[src/bcf_pkg.sv]
// Constants, types and register map of the braking chopper fault and status controller.
// ****************************************************************************
// ****************************************************************************
package bcf_pkg;

  localparam int CLK_HZ = 100_000_000;
  localparam int CYC_PER_MS = CLK_HZ / 1000;
  localparam int CYC_PER_US = CLK_HZ / 1_000_000;

  // ****************************************************************************
  // Timing
  // ****************************************************************************
  localparam int DEBOUNCE_MS = 10;
  localparam int DEBOUNCE_CYC = DEBOUNCE_MS * CYC_PER_MS;
  localparam int FLASH_ON_MS = 250;
  localparam int FLASH_ON_CYC = FLASH_ON_MS * CYC_PER_MS;
  localparam int FLASH_GAP_MS = 250;
  localparam int FLASH_GAP_CYC = FLASH_GAP_MS * CYC_PER_MS;
  localparam int FLASH_PAUSE_MS = 1500;
  localparam int FLASH_PAUSE_CYC = FLASH_PAUSE_MS * CYC_PER_MS;
  localparam int MISMATCH_US = 1;
  localparam int MISMATCH_CYC = MISMATCH_US * CYC_PER_US;

  // ****************************************************************************
  // Contact inputs and fault bits
  // ****************************************************************************
  localparam int N_CONTACTS = 4;
  localparam int IN_ENABLE = 0;
  localparam int IN_RESET = 1;
  localparam int IN_MASTER = 2;
  localparam int IN_DISCHARGE = 3;

  localparam int N_FAULTS = 5;
  localparam int F_LOGIC = 0;
  localparam int F_TEMP = 1;
  localparam int F_SHORT = 2;
  localparam int F_IOC = 3;
  localparam int F_MISMATCH = 4;
  // Faults that only a power cycle removes.
  localparam logic [N_FAULTS-1:0] POWER_ONLY_FAULTS = 5'h14;

  localparam logic [2:0] CODE_NONE = 3'h0;
  localparam logic [1:0] RESETS_TO_SHOW = 2'h3;

  typedef enum logic [1:0] {
    FL_IDLE  = 2'b00,
    FL_ON    = 2'b01,
    FL_GAP   = 2'b10,
    FL_PAUSE = 2'b11
  } bcf_flash_e;

  // ****************************************************************************
  // Register map
  // ****************************************************************************
  localparam int ADDR_W = 4;
  localparam logic [ADDR_W-1:0] REG_STATUS = 4'h0;
  localparam logic [ADDR_W-1:0] REG_LAST_FAULT = 4'h4;
  localparam logic [ADDR_W-1:0] REG_CTRL = 4'h8;

  localparam int ST_FAULTS = 0;
  localparam int ST_MASTER = 5;
  localparam int ST_SWITCH = 6;
  localparam int ST_CTRL_READY = 7;
  localparam int ST_PWR_READY = 8;
  localparam int ST_DISPLAY = 9;
  localparam int ST_DISCHARGE = 10;

  localparam int CTRL_SW_RESET = 0;
  localparam int CTRL_INHIBIT = 1;

  localparam logic [1:0] RESP_OKAY = 2'h0;
  localparam logic [1:0] RESP_SLVERR = 2'h2;

endpackage : bcf_pkg

[src/bcf_db_if.sv]
// Carrier between a dry-contact filter and its user.
`timescale 1ns/1ps
interface bcf_db_if;
  logic raw;
  logic level;
  logic rise;

  modport dev (
    input raw,
    output level,
    output rise
  );

  modport user (
    output raw,
    input level,
    input rise
  );
endinterface : bcf_db_if

[src/bcf_chopper_ctrl.sv]
// Braking chopper control, fault latching, indicators and AXI4-Lite status access.
//
// Chosen here: the register addresses and the AXI4-Lite register port.
`timescale 1ns/1ps
module bcf_chopper_ctrl #(
  parameter int DEBOUNCE_CYC = bcf_pkg::DEBOUNCE_CYC,
  parameter int FLASH_ON_CYC = bcf_pkg::FLASH_ON_CYC,
  parameter int FLASH_GAP_CYC = bcf_pkg::FLASH_GAP_CYC,
  parameter int FLASH_PAUSE_CYC = bcf_pkg::FLASH_PAUSE_CYC,
  parameter int DB_W = 20,
  parameter int TIMER_W = 32
) (
  input wire logic aclk,
  input wire logic aresetn,
  // Dry contacts, high when closed.
  input wire logic enable_in,
  input wire logic fault_reset_in,
  input wire logic master_select_in,
  input wire logic discharge_in,
  // Comparator and sensor inputs, high when asserted.
  input wire logic bus_over_setpoint,
  input wire logic bus_below_lower,
  input wire logic bus_present,
  input wire logic logic_power_present,
  input wire logic fuse_in_ok,
  input wire logic fuse_out_ok,
  input wire logic overtemp,
  input wire logic instantaneous_overcurrent,
  input wire logic switch_shorted,
  // Shared control-signal port.
  input wire logic ctrl_sig_i,
  output logic ctrl_sig_o,
  output logic ctrl_sig_oe_n,
  // Power and indicator outputs, high when lit or closed.
  output logic braking_switch,
  output logic led_bus,
  output logic led_power,
  output logic led_braking,
  output logic control_ready,
  output logic power_stage_ready,
  output logic mode_master,
  output logic no_overcurrent,
  output logic logic_power_ok,
  output logic temp_ok,
  output logic not_shorted,
  // AXI4-Lite slave.
  input wire logic [bcf_pkg::ADDR_W-1:0] s_axi_awaddr,
  input wire logic s_axi_awvalid,
  output logic s_axi_awready,
  input wire logic [31:0] s_axi_wdata,
  input wire logic [3:0] s_axi_wstrb,
  input wire logic s_axi_wvalid,
  output logic s_axi_wready,
  output logic [1:0] s_axi_bresp,
  output logic s_axi_bvalid,
  input wire logic s_axi_bready,
  input wire logic [bcf_pkg::ADDR_W-1:0] s_axi_araddr,
  input wire logic s_axi_arvalid,
  output logic s_axi_arready,
  output logic [31:0] s_axi_rdata,
  output logic [1:0] s_axi_rresp,
  output logic s_axi_rvalid,
  input wire logic s_axi_rready
);

  localparam int NC = bcf_pkg::N_CONTACTS;
  localparam int NF = bcf_pkg::N_FAULTS;
  localparam logic [DB_W-1:0] DB_LAST = DB_W'(DEBOUNCE_CYC - 1);
  localparam logic [TIMER_W-1:0] ON_LAST = TIMER_W'(FLASH_ON_CYC - 1);
  localparam logic [TIMER_W-1:0] GAP_LAST = TIMER_W'(FLASH_GAP_CYC - 1);
  localparam logic [TIMER_W-1:0] PAUSE_LAST = TIMER_W'(FLASH_PAUSE_CYC - 1);
  localparam logic [7:0] MM_LAST = 8'(bcf_pkg::MISMATCH_CYC - 1);
  localparam logic [1:0] RESETS_TO_SHOW_M1 = bcf_pkg::RESETS_TO_SHOW - 2'h1;

  // ****************************************************************************
  // Contact filtering
  // ****************************************************************************
  logic [NC-1:0] contact_raw;
  logic [NC-1:0] db_level;
  logic [NC-1:0] db_rise;

  assign contact_raw[bcf_pkg::IN_ENABLE] = enable_in;
  assign contact_raw[bcf_pkg::IN_RESET] = fault_reset_in;
  assign contact_raw[bcf_pkg::IN_MASTER] = master_select_in;
  assign contact_raw[bcf_pkg::IN_DISCHARGE] = discharge_in;

  bcf_db_if db_if [NC] ();

  genvar g;
  generate
    for (g = 0; g < NC; g++) begin : g_contact
      assign db_if[g].raw = contact_raw[g];
      assign db_level[g] = db_if[g].level;
      assign db_rise[g] = db_if[g].rise;
      bcf_debounce #(
        .CNT_W(DB_W),
        .STABLE_LAST(DB_LAST)
      ) u_debounce (
        .aclk(aclk),
        .aresetn(aresetn),
        .port(db_if[g])
      );
    end
  endgenerate

  // ****************************************************************************
  // State
  // ****************************************************************************
  typedef struct packed {
    logic demand;
    logic sw_on;
    logic discharging;
    logic [NF-1:0] faults;
    logic [2:0] last_code;
    logic [1:0] reset_count;
    logic display;
    bcf_pkg::bcf_flash_e fl_state;
    logic [TIMER_W-1:0] fl_timer;
    logic [2:0] fl_count;
    logic [7:0] mm_count;
    logic led_power;
    logic led_bus;
    logic led_braking;
    logic ctrl_ready;
    logic pwr_ready;
    logic master;
    logic no_ioc;
    logic logic_ok;
    logic temp_ok;
    logic not_short;
    logic sig_o;
    logic sig_oe_n;
    logic inhibit;
    logic sw_reset;
    logic aw_got;
    logic w_got;
    logic [bcf_pkg::ADDR_W-1:0] awaddr;
    logic [1:0] wbits;
    logic wstrb0;
    logic bvalid;
    logic [1:0] bresp;
    logic rvalid;
    logic [1:0] rresp;
    logic [31:0] rdata;
  } bcf_state_s;

  bcf_state_s s_r;
  bcf_state_s s_nxt;

  logic enabled;
  logic reset_pulse;
  logic logic_good;
  logic [NF-1:0] cause;
  logic [NF-1:0] clear_mask;
  logic [NF-1:0] new_fault;
  logic [2:0] shown_code;
  logic master_cmd;
  logic discharge_req;
  logic ctrl_fault;

  assign s_axi_awready = ~s_r.aw_got & ~s_r.bvalid;
  assign s_axi_wready = ~s_r.w_got & ~s_r.bvalid;
  assign s_axi_arready = ~s_r.rvalid;

  always_comb begin
    s_nxt = s_r;
    s_nxt.sw_reset = 1'b0;

    // ****************************************************************************
    // Mode, enable and fault latches
    // ****************************************************************************
    s_nxt.master = db_level[bcf_pkg::IN_MASTER];
    enabled = db_level[bcf_pkg::IN_ENABLE] & ~s_r.inhibit;
    reset_pulse = db_rise[bcf_pkg::IN_RESET] | s_r.sw_reset;
    logic_good = logic_power_present & fuse_in_ok & fuse_out_ok;

    // Another master drives the shared line against us for a filtered time.
    if (s_r.master && !s_r.sig_oe_n && ctrl_sig_i != s_r.sig_o) begin
      if (s_r.mm_count != MM_LAST) begin
        s_nxt.mm_count = s_r.mm_count + 1'b1;
      end
    end else begin
      s_nxt.mm_count = '0;
    end

    cause = '0;
    cause[bcf_pkg::F_LOGIC] = ~logic_good;
    cause[bcf_pkg::F_TEMP] = overtemp;
    cause[bcf_pkg::F_SHORT] = switch_shorted;
    cause[bcf_pkg::F_IOC] = instantaneous_overcurrent;
    cause[bcf_pkg::F_MISMATCH] = (s_r.mm_count == MM_LAST);

    // A cause present in the clearing cycle sets again, so set wins over clear.
    clear_mask = reset_pulse ? (~cause & ~bcf_pkg::POWER_ONLY_FAULTS)
                 : '0;
    s_nxt.faults = (s_r.faults & ~clear_mask) | cause;

    new_fault = cause & ~s_r.faults;
    for (int i = 0; i < NF; i++) begin
      if (new_fault[i]) begin
        s_nxt.last_code = 3'(i + 1);
      end
    end

    ctrl_fault = s_r.faults[bcf_pkg::F_LOGIC] | s_r.faults[bcf_pkg::F_MISMATCH];
    s_nxt.ctrl_ready = enabled & ~ctrl_fault;
    s_nxt.pwr_ready = logic_good & ~s_r.faults[bcf_pkg::F_IOC]
                      & ~s_r.faults[bcf_pkg::F_SHORT] & ~overtemp;

    // ****************************************************************************
    // Regulation and the shared control port
    // ****************************************************************************
    if (!enabled) begin
      s_nxt.demand = 1'b0;
    end else if (bus_over_setpoint) begin
      s_nxt.demand = 1'b1;
    end else if (bus_below_lower) begin
      s_nxt.demand = 1'b0;
    end

    discharge_req = db_level[bcf_pkg::IN_DISCHARGE] & enabled & s_r.master;
    s_nxt.discharging = discharge_req;
    master_cmd = s_r.demand | discharge_req;

    if (s_r.master) begin
      s_nxt.sig_oe_n = 1'b0;
      s_nxt.sig_o = s_r.ctrl_ready & master_cmd;
      s_nxt.sw_on = s_r.ctrl_ready & master_cmd & s_r.pwr_ready;
    end else begin
      s_nxt.sig_oe_n = 1'b1;
      s_nxt.sig_o = 1'b0;
      s_nxt.sw_on = ctrl_sig_i & s_r.ctrl_ready & s_r.pwr_ready;
    end

    s_nxt.led_bus = bus_present;
    s_nxt.led_braking = s_nxt.sw_on | discharge_req;
    s_nxt.no_ioc = ~s_nxt.faults[bcf_pkg::F_IOC];
    s_nxt.logic_ok = logic_good;
    s_nxt.temp_ok = ~overtemp;
    s_nxt.not_short = ~s_nxt.faults[bcf_pkg::F_SHORT];

    // ****************************************************************************
    // Last-fault readout and flash sequencer
    // ****************************************************************************
    if (enabled) begin
      s_nxt.display = 1'b0;
      s_nxt.reset_count = '0;
    end else if (db_rise[bcf_pkg::IN_RESET] && !s_r.display) begin
      if (s_r.reset_count == RESETS_TO_SHOW_M1) begin
        s_nxt.display = 1'b1;
        s_nxt.reset_count = '0;
      end else begin
        s_nxt.reset_count = s_r.reset_count + 1'b1;
      end
    end

    shown_code = bcf_pkg::CODE_NONE;
    if (s_r.display) begin
      shown_code = s_r.last_code;
    end else begin
      for (int i = NF - 1; i >= 0; i--) begin
        if (s_r.faults[i]) begin
          shown_code = 3'(i + 1);
        end
      end
    end

    s_nxt.fl_timer = s_r.fl_timer + 1'b1;
    case (s_r.fl_state)
      bcf_pkg::FL_IDLE: begin
        s_nxt.fl_timer = '0;
        s_nxt.fl_count = 3'h1;
        if (shown_code != bcf_pkg::CODE_NONE) begin
          s_nxt.fl_state = bcf_pkg::FL_ON;
        end
      end
      bcf_pkg::FL_ON: begin
        if (s_r.fl_timer == ON_LAST) begin
          s_nxt.fl_timer = '0;
          s_nxt.fl_state = (s_r.fl_count >= shown_code) ? bcf_pkg::FL_PAUSE : bcf_pkg::FL_GAP;
        end
      end
      bcf_pkg::FL_GAP: begin
        if (s_r.fl_timer == GAP_LAST) begin
          s_nxt.fl_timer = '0;
          s_nxt.fl_count = s_r.fl_count + 1'b1;
          s_nxt.fl_state = bcf_pkg::FL_ON;
        end
      end
      bcf_pkg::FL_PAUSE: begin
        if (s_r.fl_timer == PAUSE_LAST) begin
          s_nxt.fl_timer = '0;
          s_nxt.fl_count = 3'h1;
          s_nxt.fl_state = bcf_pkg::FL_ON;
        end
      end
      default: begin
        s_nxt.fl_state = bcf_pkg::FL_IDLE;
      end
    endcase
    if (shown_code == bcf_pkg::CODE_NONE) begin
      s_nxt.fl_state = bcf_pkg::FL_IDLE;
    end
    s_nxt.led_power = (s_nxt.fl_state == bcf_pkg::FL_IDLE)
                      | (s_nxt.fl_state == bcf_pkg::FL_ON);

    // ****************************************************************************
    // AXI4-Lite write channel
    // ****************************************************************************
    if (s_r.bvalid && s_axi_bready) begin
      s_nxt.bvalid = 1'b0;
    end
    if (s_axi_awvalid && s_axi_awready) begin
      s_nxt.aw_got = 1'b1;
      s_nxt.awaddr = s_axi_awaddr;
    end
    if (s_axi_wvalid && s_axi_wready) begin
      s_nxt.w_got = 1'b1;
      s_nxt.wbits = s_axi_wdata[1:0];
      s_nxt.wstrb0 = s_axi_wstrb[0];
    end
    if (s_nxt.aw_got && s_nxt.w_got && !s_r.bvalid) begin
      s_nxt.aw_got = 1'b0;
      s_nxt.w_got = 1'b0;
      s_nxt.bvalid = 1'b1;
      s_nxt.bresp = bcf_pkg::RESP_OKAY;
      case (s_nxt.awaddr)
        bcf_pkg::REG_CTRL: begin
          if (s_nxt.wstrb0) begin
            s_nxt.sw_reset = s_nxt.wbits[bcf_pkg::CTRL_SW_RESET];
            s_nxt.inhibit = s_nxt.wbits[bcf_pkg::CTRL_INHIBIT];
          end
        end
        bcf_pkg::REG_STATUS, bcf_pkg::REG_LAST_FAULT: begin
          s_nxt.bresp = bcf_pkg::RESP_OKAY;
        end
        default: begin
          s_nxt.bresp = bcf_pkg::RESP_SLVERR;
        end
      endcase
    end

    // ****************************************************************************
    // AXI4-Lite read channel
    // ****************************************************************************
    if (s_r.rvalid && s_axi_rready) begin
      s_nxt.rvalid = 1'b0;
    end
    if (s_axi_arvalid && s_axi_arready) begin
      s_nxt.rvalid = 1'b1;
      s_nxt.rresp = bcf_pkg::RESP_OKAY;
      s_nxt.rdata = '0;
      case (s_axi_araddr)
        bcf_pkg::REG_STATUS: begin
          s_nxt.rdata[bcf_pkg::ST_FAULTS +: NF] = s_r.faults;
          s_nxt.rdata[bcf_pkg::ST_MASTER] = s_r.master;
          s_nxt.rdata[bcf_pkg::ST_SWITCH] = s_r.sw_on;
          s_nxt.rdata[bcf_pkg::ST_CTRL_READY] = s_r.ctrl_ready;
          s_nxt.rdata[bcf_pkg::ST_PWR_READY] = s_r.pwr_ready;
          s_nxt.rdata[bcf_pkg::ST_DISPLAY] = s_r.display;
          s_nxt.rdata[bcf_pkg::ST_DISCHARGE] = s_r.discharging;
        end
        bcf_pkg::REG_LAST_FAULT: begin
          s_nxt.rdata[2:0] = s_r.last_code;
        end
        bcf_pkg::REG_CTRL: begin
          s_nxt.rdata[bcf_pkg::CTRL_INHIBIT] = s_r.inhibit;
        end
        default: begin
          s_nxt.rresp = bcf_pkg::RESP_SLVERR;
        end
      endcase
    end
  end

  // The control port must not drive the shared line out of reset, so its enable starts high.
  always_ff @(posedge aclk) begin
    if (!aresetn) begin
      s_r <= '0;
      s_r.sig_oe_n <= 1'b1;
    end else begin
      s_r <= s_nxt;
    end
  end

  // ****************************************************************************
  // Outputs
  // ****************************************************************************
  assign braking_switch = s_r.sw_on;
  assign ctrl_sig_o = s_r.sig_o;
  assign ctrl_sig_oe_n = s_r.sig_oe_n;
  assign led_bus = s_r.led_bus;
  assign led_power = s_r.led_power;
  assign led_braking = s_r.led_braking;
  assign control_ready = s_r.ctrl_ready;
  assign power_stage_ready = s_r.pwr_ready;
  assign mode_master = s_r.master;
  assign no_overcurrent = s_r.no_ioc;
  assign logic_power_ok = s_r.logic_ok;
  assign temp_ok = s_r.temp_ok;
  assign not_shorted = s_r.not_short;
  assign s_axi_bresp = s_r.bresp;
  assign s_axi_bvalid = s_r.bvalid;
  assign s_axi_rdata = s_r.rdata;
  assign s_axi_rresp = s_r.rresp;
  assign s_axi_rvalid = s_r.rvalid;

endmodule : bcf_chopper_ctrl

[src/bcf_debounce.sv]
// Synchroniser and stable-count filter for one dry contact.
`timescale 1ns/1ps
module bcf_debounce #(
  parameter int CNT_W = 20,
  parameter logic [CNT_W-1:0] STABLE_LAST = 20'hF_423F
) (
  input wire logic aclk,
  input wire logic aresetn,
  bcf_db_if.dev port
);

  typedef struct packed {
    logic sync1;
    logic sync2;
    logic level;
    logic rise;
    logic [CNT_W-1:0] cnt;
  } bcf_db_s;

  bcf_db_s s_r;
  bcf_db_s s_nxt;

  // Only sync2 reads sync1; the filter looks at sync2 alone.
  always_comb begin
    s_nxt = s_r;
    s_nxt.sync1 = port.raw;
    s_nxt.sync2 = s_r.sync1;
    s_nxt.rise = 1'b0;
    if (s_r.sync2 == s_r.level) begin
      s_nxt.cnt = '0;
    end else if (s_r.cnt == STABLE_LAST) begin
      s_nxt.level = s_r.sync2;
      s_nxt.rise = s_r.sync2;
      s_nxt.cnt = '0;
    end else begin
      s_nxt.cnt = s_r.cnt + 1'b1;
    end
  end

  always_ff @(posedge aclk) begin
    if (!aresetn) begin
      s_r <= '0;
    end else begin
      s_r <= s_nxt;
    end
  end

  assign port.level = s_r.level;
  assign port.rise = s_r.rise;

endmodule : bcf_debounce

[config.mk]
export PLATFORM = sky130hd
export DESIGN_NAME = bcf_chopper_ctrl
export DESIGN_NICKNAME = d
export VERILOG_FILES = /design/src/bcf_pkg.sv /design/src/bcf_db_if.sv /design/src/bcf_chopper_ctrl.sv /design/src/bcf_debounce.sv
export SDC_FILE = /design/constraint.sdc
export NUM_CORES = 1
export LEC_CHECK = 0
export ABC_AREA = 1
export BUFFER_PORTS_ARGS = -buffer_cell sky130_fd_sc_hd__buf_2
export CORE_ASPECT_RATIO = 1.75
export CORE_MARGIN = 2
export CORE_UTILIZATION = 30
export DETAILED_ROUTE_END_ITERATION = 6
export PLACE_DENSITY = 0.57
export SLEW_MARGIN = 30
export SYNTH_ARGS = -nofsm -noshare
export SYNTH_HDL_FRONTEND = slang
export SYNTH_SLANG_ARGS = --single-unit
[constraint.sdc]
create_clock -name aclk -period 2.15 [get_ports aclk]
set_clock_uncertainty 0.05 [all_clocks]
set_input_delay 0.215 -clock aclk [delete_from_list [all_inputs] [get_ports aclk]]
set_output_delay 0.215 -clock aclk [all_outputs]
set_load 0.02 [all_outputs]
# Word-level counts from Yosys, hierarchy flattened
# Cells that the tools add are included.
[word_totals] ff_bits=192 in_bits=65 wordCells=215
[op_classes] addsub=8 order_cmp=1 n_eq_ne=24 n_mux=39 bitwise=44 n_reduce_logical=46
[op_table] op="$pmux W34 S4" count=1
[op_table] op="$add A20 B1 Y20 const B" count=4
[op_table] op="$eq A20 B20 Y1 const B" count=4
[op_table] op="$mux W37" count=2
[op_table] op="$mux W3" count=13
[op_table] op="$mux W35" count=1
[op_table] op="$mux W34" count=1
[op_table] op="$add A32 B1 Y32 const B" count=1
[op_table] op="$eq A32 B25 Y1 const B" count=1
[op_table] op="$eq A32 B28 Y1 const B" count=1
[op_table] op="$reduce_or A3 Y1" count=8
[op_table] op="$not A1 Y1" count=18
[op_table] op="$reduce_and A2 Y1" count=8
[op_table] op="$and A1 B1 Y1" count=15
[op_table] op="$and A5 B5 Y5" count=2
[op_table] op="$logic_and A1 B1 Y1" count=10
[op_table] op="$mux W2" count=5
[op_table] op="$mux W1" count=9
[op_table] op="$pmux W3 S3" count=1
[op_table] op="$reduce_bool A3 Y1" count=3
[op_table] op="$add A8 B1 Y8 const B" count=1
[op_table] op="$eq A4 B3 Y1 const B" count=2
[op_table] op="$eq A4 B4 Y1 const B" count=2
[op_table] op="$eq A8 B7 Y1 const B" count=1
[op_table] op="other kinds (27)" count=48

# Logic depth before layout (Yosys ltp)
[logic_depth] word_depth=13 depth_mapped=11 mapped_depth_nobuf=11

# Modules after synthesis
# Synthesis repeated with hierarchy kept, for this count alone.
[unflattened] hier_cells=1388 hier_area_um2=9875.7
[by_module_without_submodules] mod="bcf_debounce" n_inst=4 cells_per_inst=171 area_per_inst_um2=1242.4 seq_area_each_um2=480.5
[by_module_without_submodules] mod="bcf_chopper_ctrl" n_inst=1 cells_per_inst=704 area_per_inst_um2=4906.0 seq_area_each_um2=1941.9

# Least setup slack after synthesis
# Ideal clock, no wire load.
[synth_path] path_type="register to register" start="register s_r, in the netlist s_axi_bvalid" end="register s_r[48] in the netlist's numbering" setup_time_ns=0.113 arrival_ns=1.664 required_time_ns=1.987 path_slack_ns=0.324 stages_incl_launch_ff=9 path_buffers=0 path_cell_list="dfxtp_1 -> nor2_1 -> nand2_1 -> a21oi_1 -> nand3_1 -> nor2_1 -> nand2_1 -> nand2_1 -> nor2_1"
[synth_via] elab_chain_len=7
[synth_rtl] item="start, declared" line="bcf_chopper_ctrl.sv:147" rtl="bcf_state_s s_r;"
[synth_rtl] item="start signal, assigned" line="bcf_chopper_ctrl.sv:382" rtl="s_r <= s_nxt;"
[synth_rtl] item="$not A1 Y1 (*)" line="bcf_chopper_ctrl.sv:161" rtl="assign s_axi_awready = ~s_r.aw_got & ~s_r.bvalid;"
[synth_rtl] item="$and A1 B1 Y1 (*)" line="bcf_chopper_ctrl.sv:161"
[synth_rtl] item="named net s_axi_awready" line="bcf_chopper_ctrl.sv:49" rtl="output logic s_axi_awready,"
[synth_rtl] item="$logic_and A1 B1 Y1 (*)" line="bcf_chopper_ctrl.sv:313" rtl="if (s_axi_awvalid && s_axi_awready) begin"
[synth_rtl] item="branches (longest 3 deep; another with $mux W4)"
[synth_rtl] item="$reduce_and A3 Y1 (no source line) (*)"
# Mark *: on every way through the listed nets, which the timed path passes.
# A chain may end at the register's enable or synchronous reset.

# Worst setup path after layout
[layout_path] start="register s_r[72] in the netlist's numbering" end="register s_r[88] in the netlist's numbering"
[layout_via] elab_chain_len=3
[layout_rtl] item="$add A32 B1 Y32 (tied with other cells)" line="bcf_chopper_ctrl.sv:268" rtl="s_nxt.fl_timer = s_r.fl_timer + 1'b1;"
[layout_rtl] item="$mux W37 (tied with other cells)" line="bcf_chopper_ctrl.sv:291" rtl="if (s_r.fl_timer == PAUSE_LAST) begin"
[layout_rtl] item="$pmux W34 S4 (*)" line="bcf_chopper_ctrl.sv:269" rtl="case (s_r.fl_state)"
# Every way passes the cells marked *; elsewhere a longest branch is shown, timed or not. The select of a mux whose other input is x is not followed.

==> impl_metrics.csv <==
group,metric,value,unit
outcome,status,"finished, final reports clean",
global_route,grt_pass1_wl,34.02,mm
clock_network,cts_root_buffer,"clkbuf_16",
clock_network,clock_sinks,190,
global_route,antenna_found_initial,2,
worst_setup_path,worst_ep_arrival_time,2.25,ns
pwr,p_switching,1.921,mW
worst_setup_path,cp_max_fo,23,
worst_setup_path,cp.required,2.47,ns
synthesis,synth_seq_area_share,42.41,%
worst_setup_path,endpoint_kind,"register",
placement,portBuffers,62,
layout,finish.utilization,35.23,%
clock_network,worstSkewPairLatency,0.45,ns
synthesis,synth-edff-count,0,
clock_network,cts_setup_buffers,0,
sta,timing_hold_violations_final,0,
synthesis,synthCells,1250,
sta,worst_pin_slew,0.5392,ns
synthesis,avgSynthCellArea,7.175,µm²
layout,most-common-layout-cells,"229 x nand2_1, 201 x nor2_1, 190 x dfxtp_1",
pwr,vdd_drop_max,0.5617,mV
min_path,hold_path.class,"input pin to register",
layout,multi_input_area,4219,µm²
sta,slew_violations,0,
floorplanning,fp.dieW,134.7,µm
floorplanning,dieArea,31350,µm²
layout,final_common_cell,"nand2_1",
placement,dpl.hpwl,15.50,mm
global_route,track_usage,13.47,%
floorplanning,ios,119,
pwr,comb_power_share,5.8,%
floorplanning,coreArea,29390,µm²
clock_network,cts_tree,"done",
routing,viasPerCell,4.512,
sta,fin_crit,1.925,ns
global_route,grt_overflow,0,
sta,fmax,519.5,MHz
sta,setup_tns,0,ns
clock_network,cts.htree.levels,4,
layout,num_antenna_cells,0,
min_path,hp-start,"s_axi_araddr[3]",
pwr,power.share.clock,44.9,%
sta,setup_viol_count_final,0,
routing,post_drt_wl_per_cell,11.72,µm
min_path,whs_endpoint,"s_axi_rresp[1]",
synthesis,postSynth.asyncResetShare,0,%
min_path,hold_depth,3,
global_route,grt_pass1_vias,7572,
clock_network,cts_buffers,17,
layout,nNetsFinal,1402,
synthesis,yosysUniqueCellTypes,45,
pwr,seqPwrFrac,49.3,%
sta,rsz0062_at_grt,"false",
sta,slew-limit-headroom,64.00,%
pwr,p_int,5.426,mW
routing,firstDrtPassIters,4,
sta,min_period_over_period,89.53,%
routing,vias,7770,
floorplanning,die_height,232.7,µm
layout,syn2layout_area_growth,15.46,%
routing,drc,0,
synthesis,ys_ff_latch,190,
clock_network,cts.hold.buffers_added,13,
worst_setup_path,regToRegSetupSlack,0.23,ns
pwr,power_density,709.6,nW/µm²
sta,holdWs,0.02406,ns
global_route,grt_max_degree,29,
clock_network,path_clk_slew,0.08,ns
floorplanning,rows,83,
layout,ff_latch_area,3804,µm²
pwr,p_leak,4.002,nW
layout,layout-drive-gt1-share,10.22,%
synthesis,synth_ff_type,"dfxtp_1",
clock_network,ctsResizeCount,0,
worst_setup_path,worstReg2RegStart,"s_r[72]",
routing,drtIter0Drc,278,
synthesis,ys_warn_count,0,
routing,ant_nets,0,
layout,fillers,3126,
worst_setup_path,rr_endpoint,"s_r[88]",
worst_setup_path,startpoint_type,"register",
run,cap_violations,0,
routing,wirelength,20.18,mm
placement,place_congestion,0.8631,
clock_network,ctsLongestPathBuffers,2,
worst_setup_path,reg2regPathDepth,10,
worst_setup_path,critical_path_class,"register to register",
pwr,p_sw_share,26.14,%
floorplanning,initial_core_util,30.52,%
synthesis,synthesis.area,8969,µm²
[logic make-up after synthesis]
kind of cell	share of synthesized area, %
simple gates	31.68
buf+inv	11.47
flops	42.41
compound gates	7.227
xor+xnor	5.664
fa+ha+maj	1.395
other cells	0.04181
mux	0.1116
[power groups by stage]
stage,Combinational (mW),Sequential (mW),Clock (mW)
after floorplan,0.330,3.70,0
after global placement,0.406,3.70,0
after detailed placement,0.411,3.71,0
after CTS,0.431,3.62,3.44
after global routing,0.481,3.63,3.59
final,0.425,3.62,3.30
[worst max-delay path by stage]
stage	from	end	slack, ns
3_3_place_gp	s_r[72]	s_r[97]	0.26
6_report	s_r[72]	s_r[88]	0.23
5_1_grt	s_r[72]	s_r[93]	0.07
3_5_place_dp	s_r[72]	s_r[98]	0.23
2_1_floorplan	s_axi_bvalid	s_r[48]	0.32
4_1_cts	s_r[72]	s_r[88]	0.20
[area by class of cell]
cell class                      instances  share of cell area [%]
Clock buffer                           17                   4.108
Multi-Input combinational cell        852                   40.74
Timing Repair Buffer                   89                   5.389
Clock inverter                         15                   1.994
Inverter                              177                   6.416
Tap cell                              382                   4.616
Sequential cell                       190                   36.73
[through the flow]
step	std cells	setup slack [ns]	power, mW	cell area (µm²)
2_1_floorplan	1272	0.3236	4.035	9051
3_3_place_gp	1677	0.2558	4.111	9593
3_5_place_dp	1677	0.2344	4.117	9593
4_1_cts	1722	0.2041	7.493	10350
5_1_grt	1722	0.06576	7.702	10350
6_report	1722	0.2252	7.347	10350
[registers in the layout (all words and copies together), names as in the netlist, 4 cells and up]
signal / flops
g_contact.u_debounce.s_r: 84
s_axi_rdata: 11
s_r: 69
g_contact.u_debounce.port.level: 4
g_contact.u_debounce.s_nxt: 4
[metal layers]
| metal | GRT usage (%) | wire length [µm] |
|---|---|---|
| met4 | 7.895 | 702 |
| met1 | 13.15 | 7807 |
| met5 | 0 | 27 |
| met2 | 25.82 | 11100 |
| met3 | 2.484 | 544 |
[worst max-delay path, stage by stage (launching register included)]
cell	delay [ns]
dfxtp_1	0.32
ha_1	0.22
nand2_1	0.12
nor2_4	0.06
nand3_1	0.08
nor2_1	0.05
nand2_1	0.07
nand2_2	0.10
a21oi_4	0.32
nand2_4	0.27
nor2_1	0.17
[cell usage after synthesis, types with 2 or more instances]
| library cell | instances | share of area (%) |
|---|---|---|
| and3_1 | 2 | 0.14 |
| nand2_2 | 5 | 0.35 |
| a211oi_1 | 2 | 0.17 |
| o21a_1 | 3 | 0.25 |
| nor3_1 | 61 | 3.4 |
| a31oi_1 | 3 | 0.21 |
| nor2_4 | 3 | 0.38 |
| o221ai_1 | 2 | 0.20 |
| nor3b_1 | 11 | 0.92 |
| clkbuf_1 | 4 | 0.17 |
| xor2_1 | 44 | 4.3 |
| a21oi_1 | 63 | 3.5 |
| nor2_1 | 201 | 8.4 |
| nor4_1 | 10 | 0.70 |
| inv_1 | 174 | 7.3 |
| nand2_1 | 229 | 9.6 |
| dfxtp_1 | 190 | 42 |
| nor2_2 | 7 | 0.49 |
| nand4_1 | 28 | 2.0 |
| xnor2_1 | 14 | 1.4 |
| buf_1 | 4 | 0.17 |
| o21ai_0 | 39 | 2.2 |
| ha_1 | 10 | 1.4 |
| buf_2 | 6 | 0.33 |
| buf_6 | 3 | 0.38 |
| nand3b_1 | 8 | 0.67 |
| or2_2 | 6 | 0.42 |
| nand3_1 | 64 | 3.6 |
| buf_4 | 36 | 3.0 |
| inv_2 | 3 | 0.13 |
(Power assumes the default switching activity.)
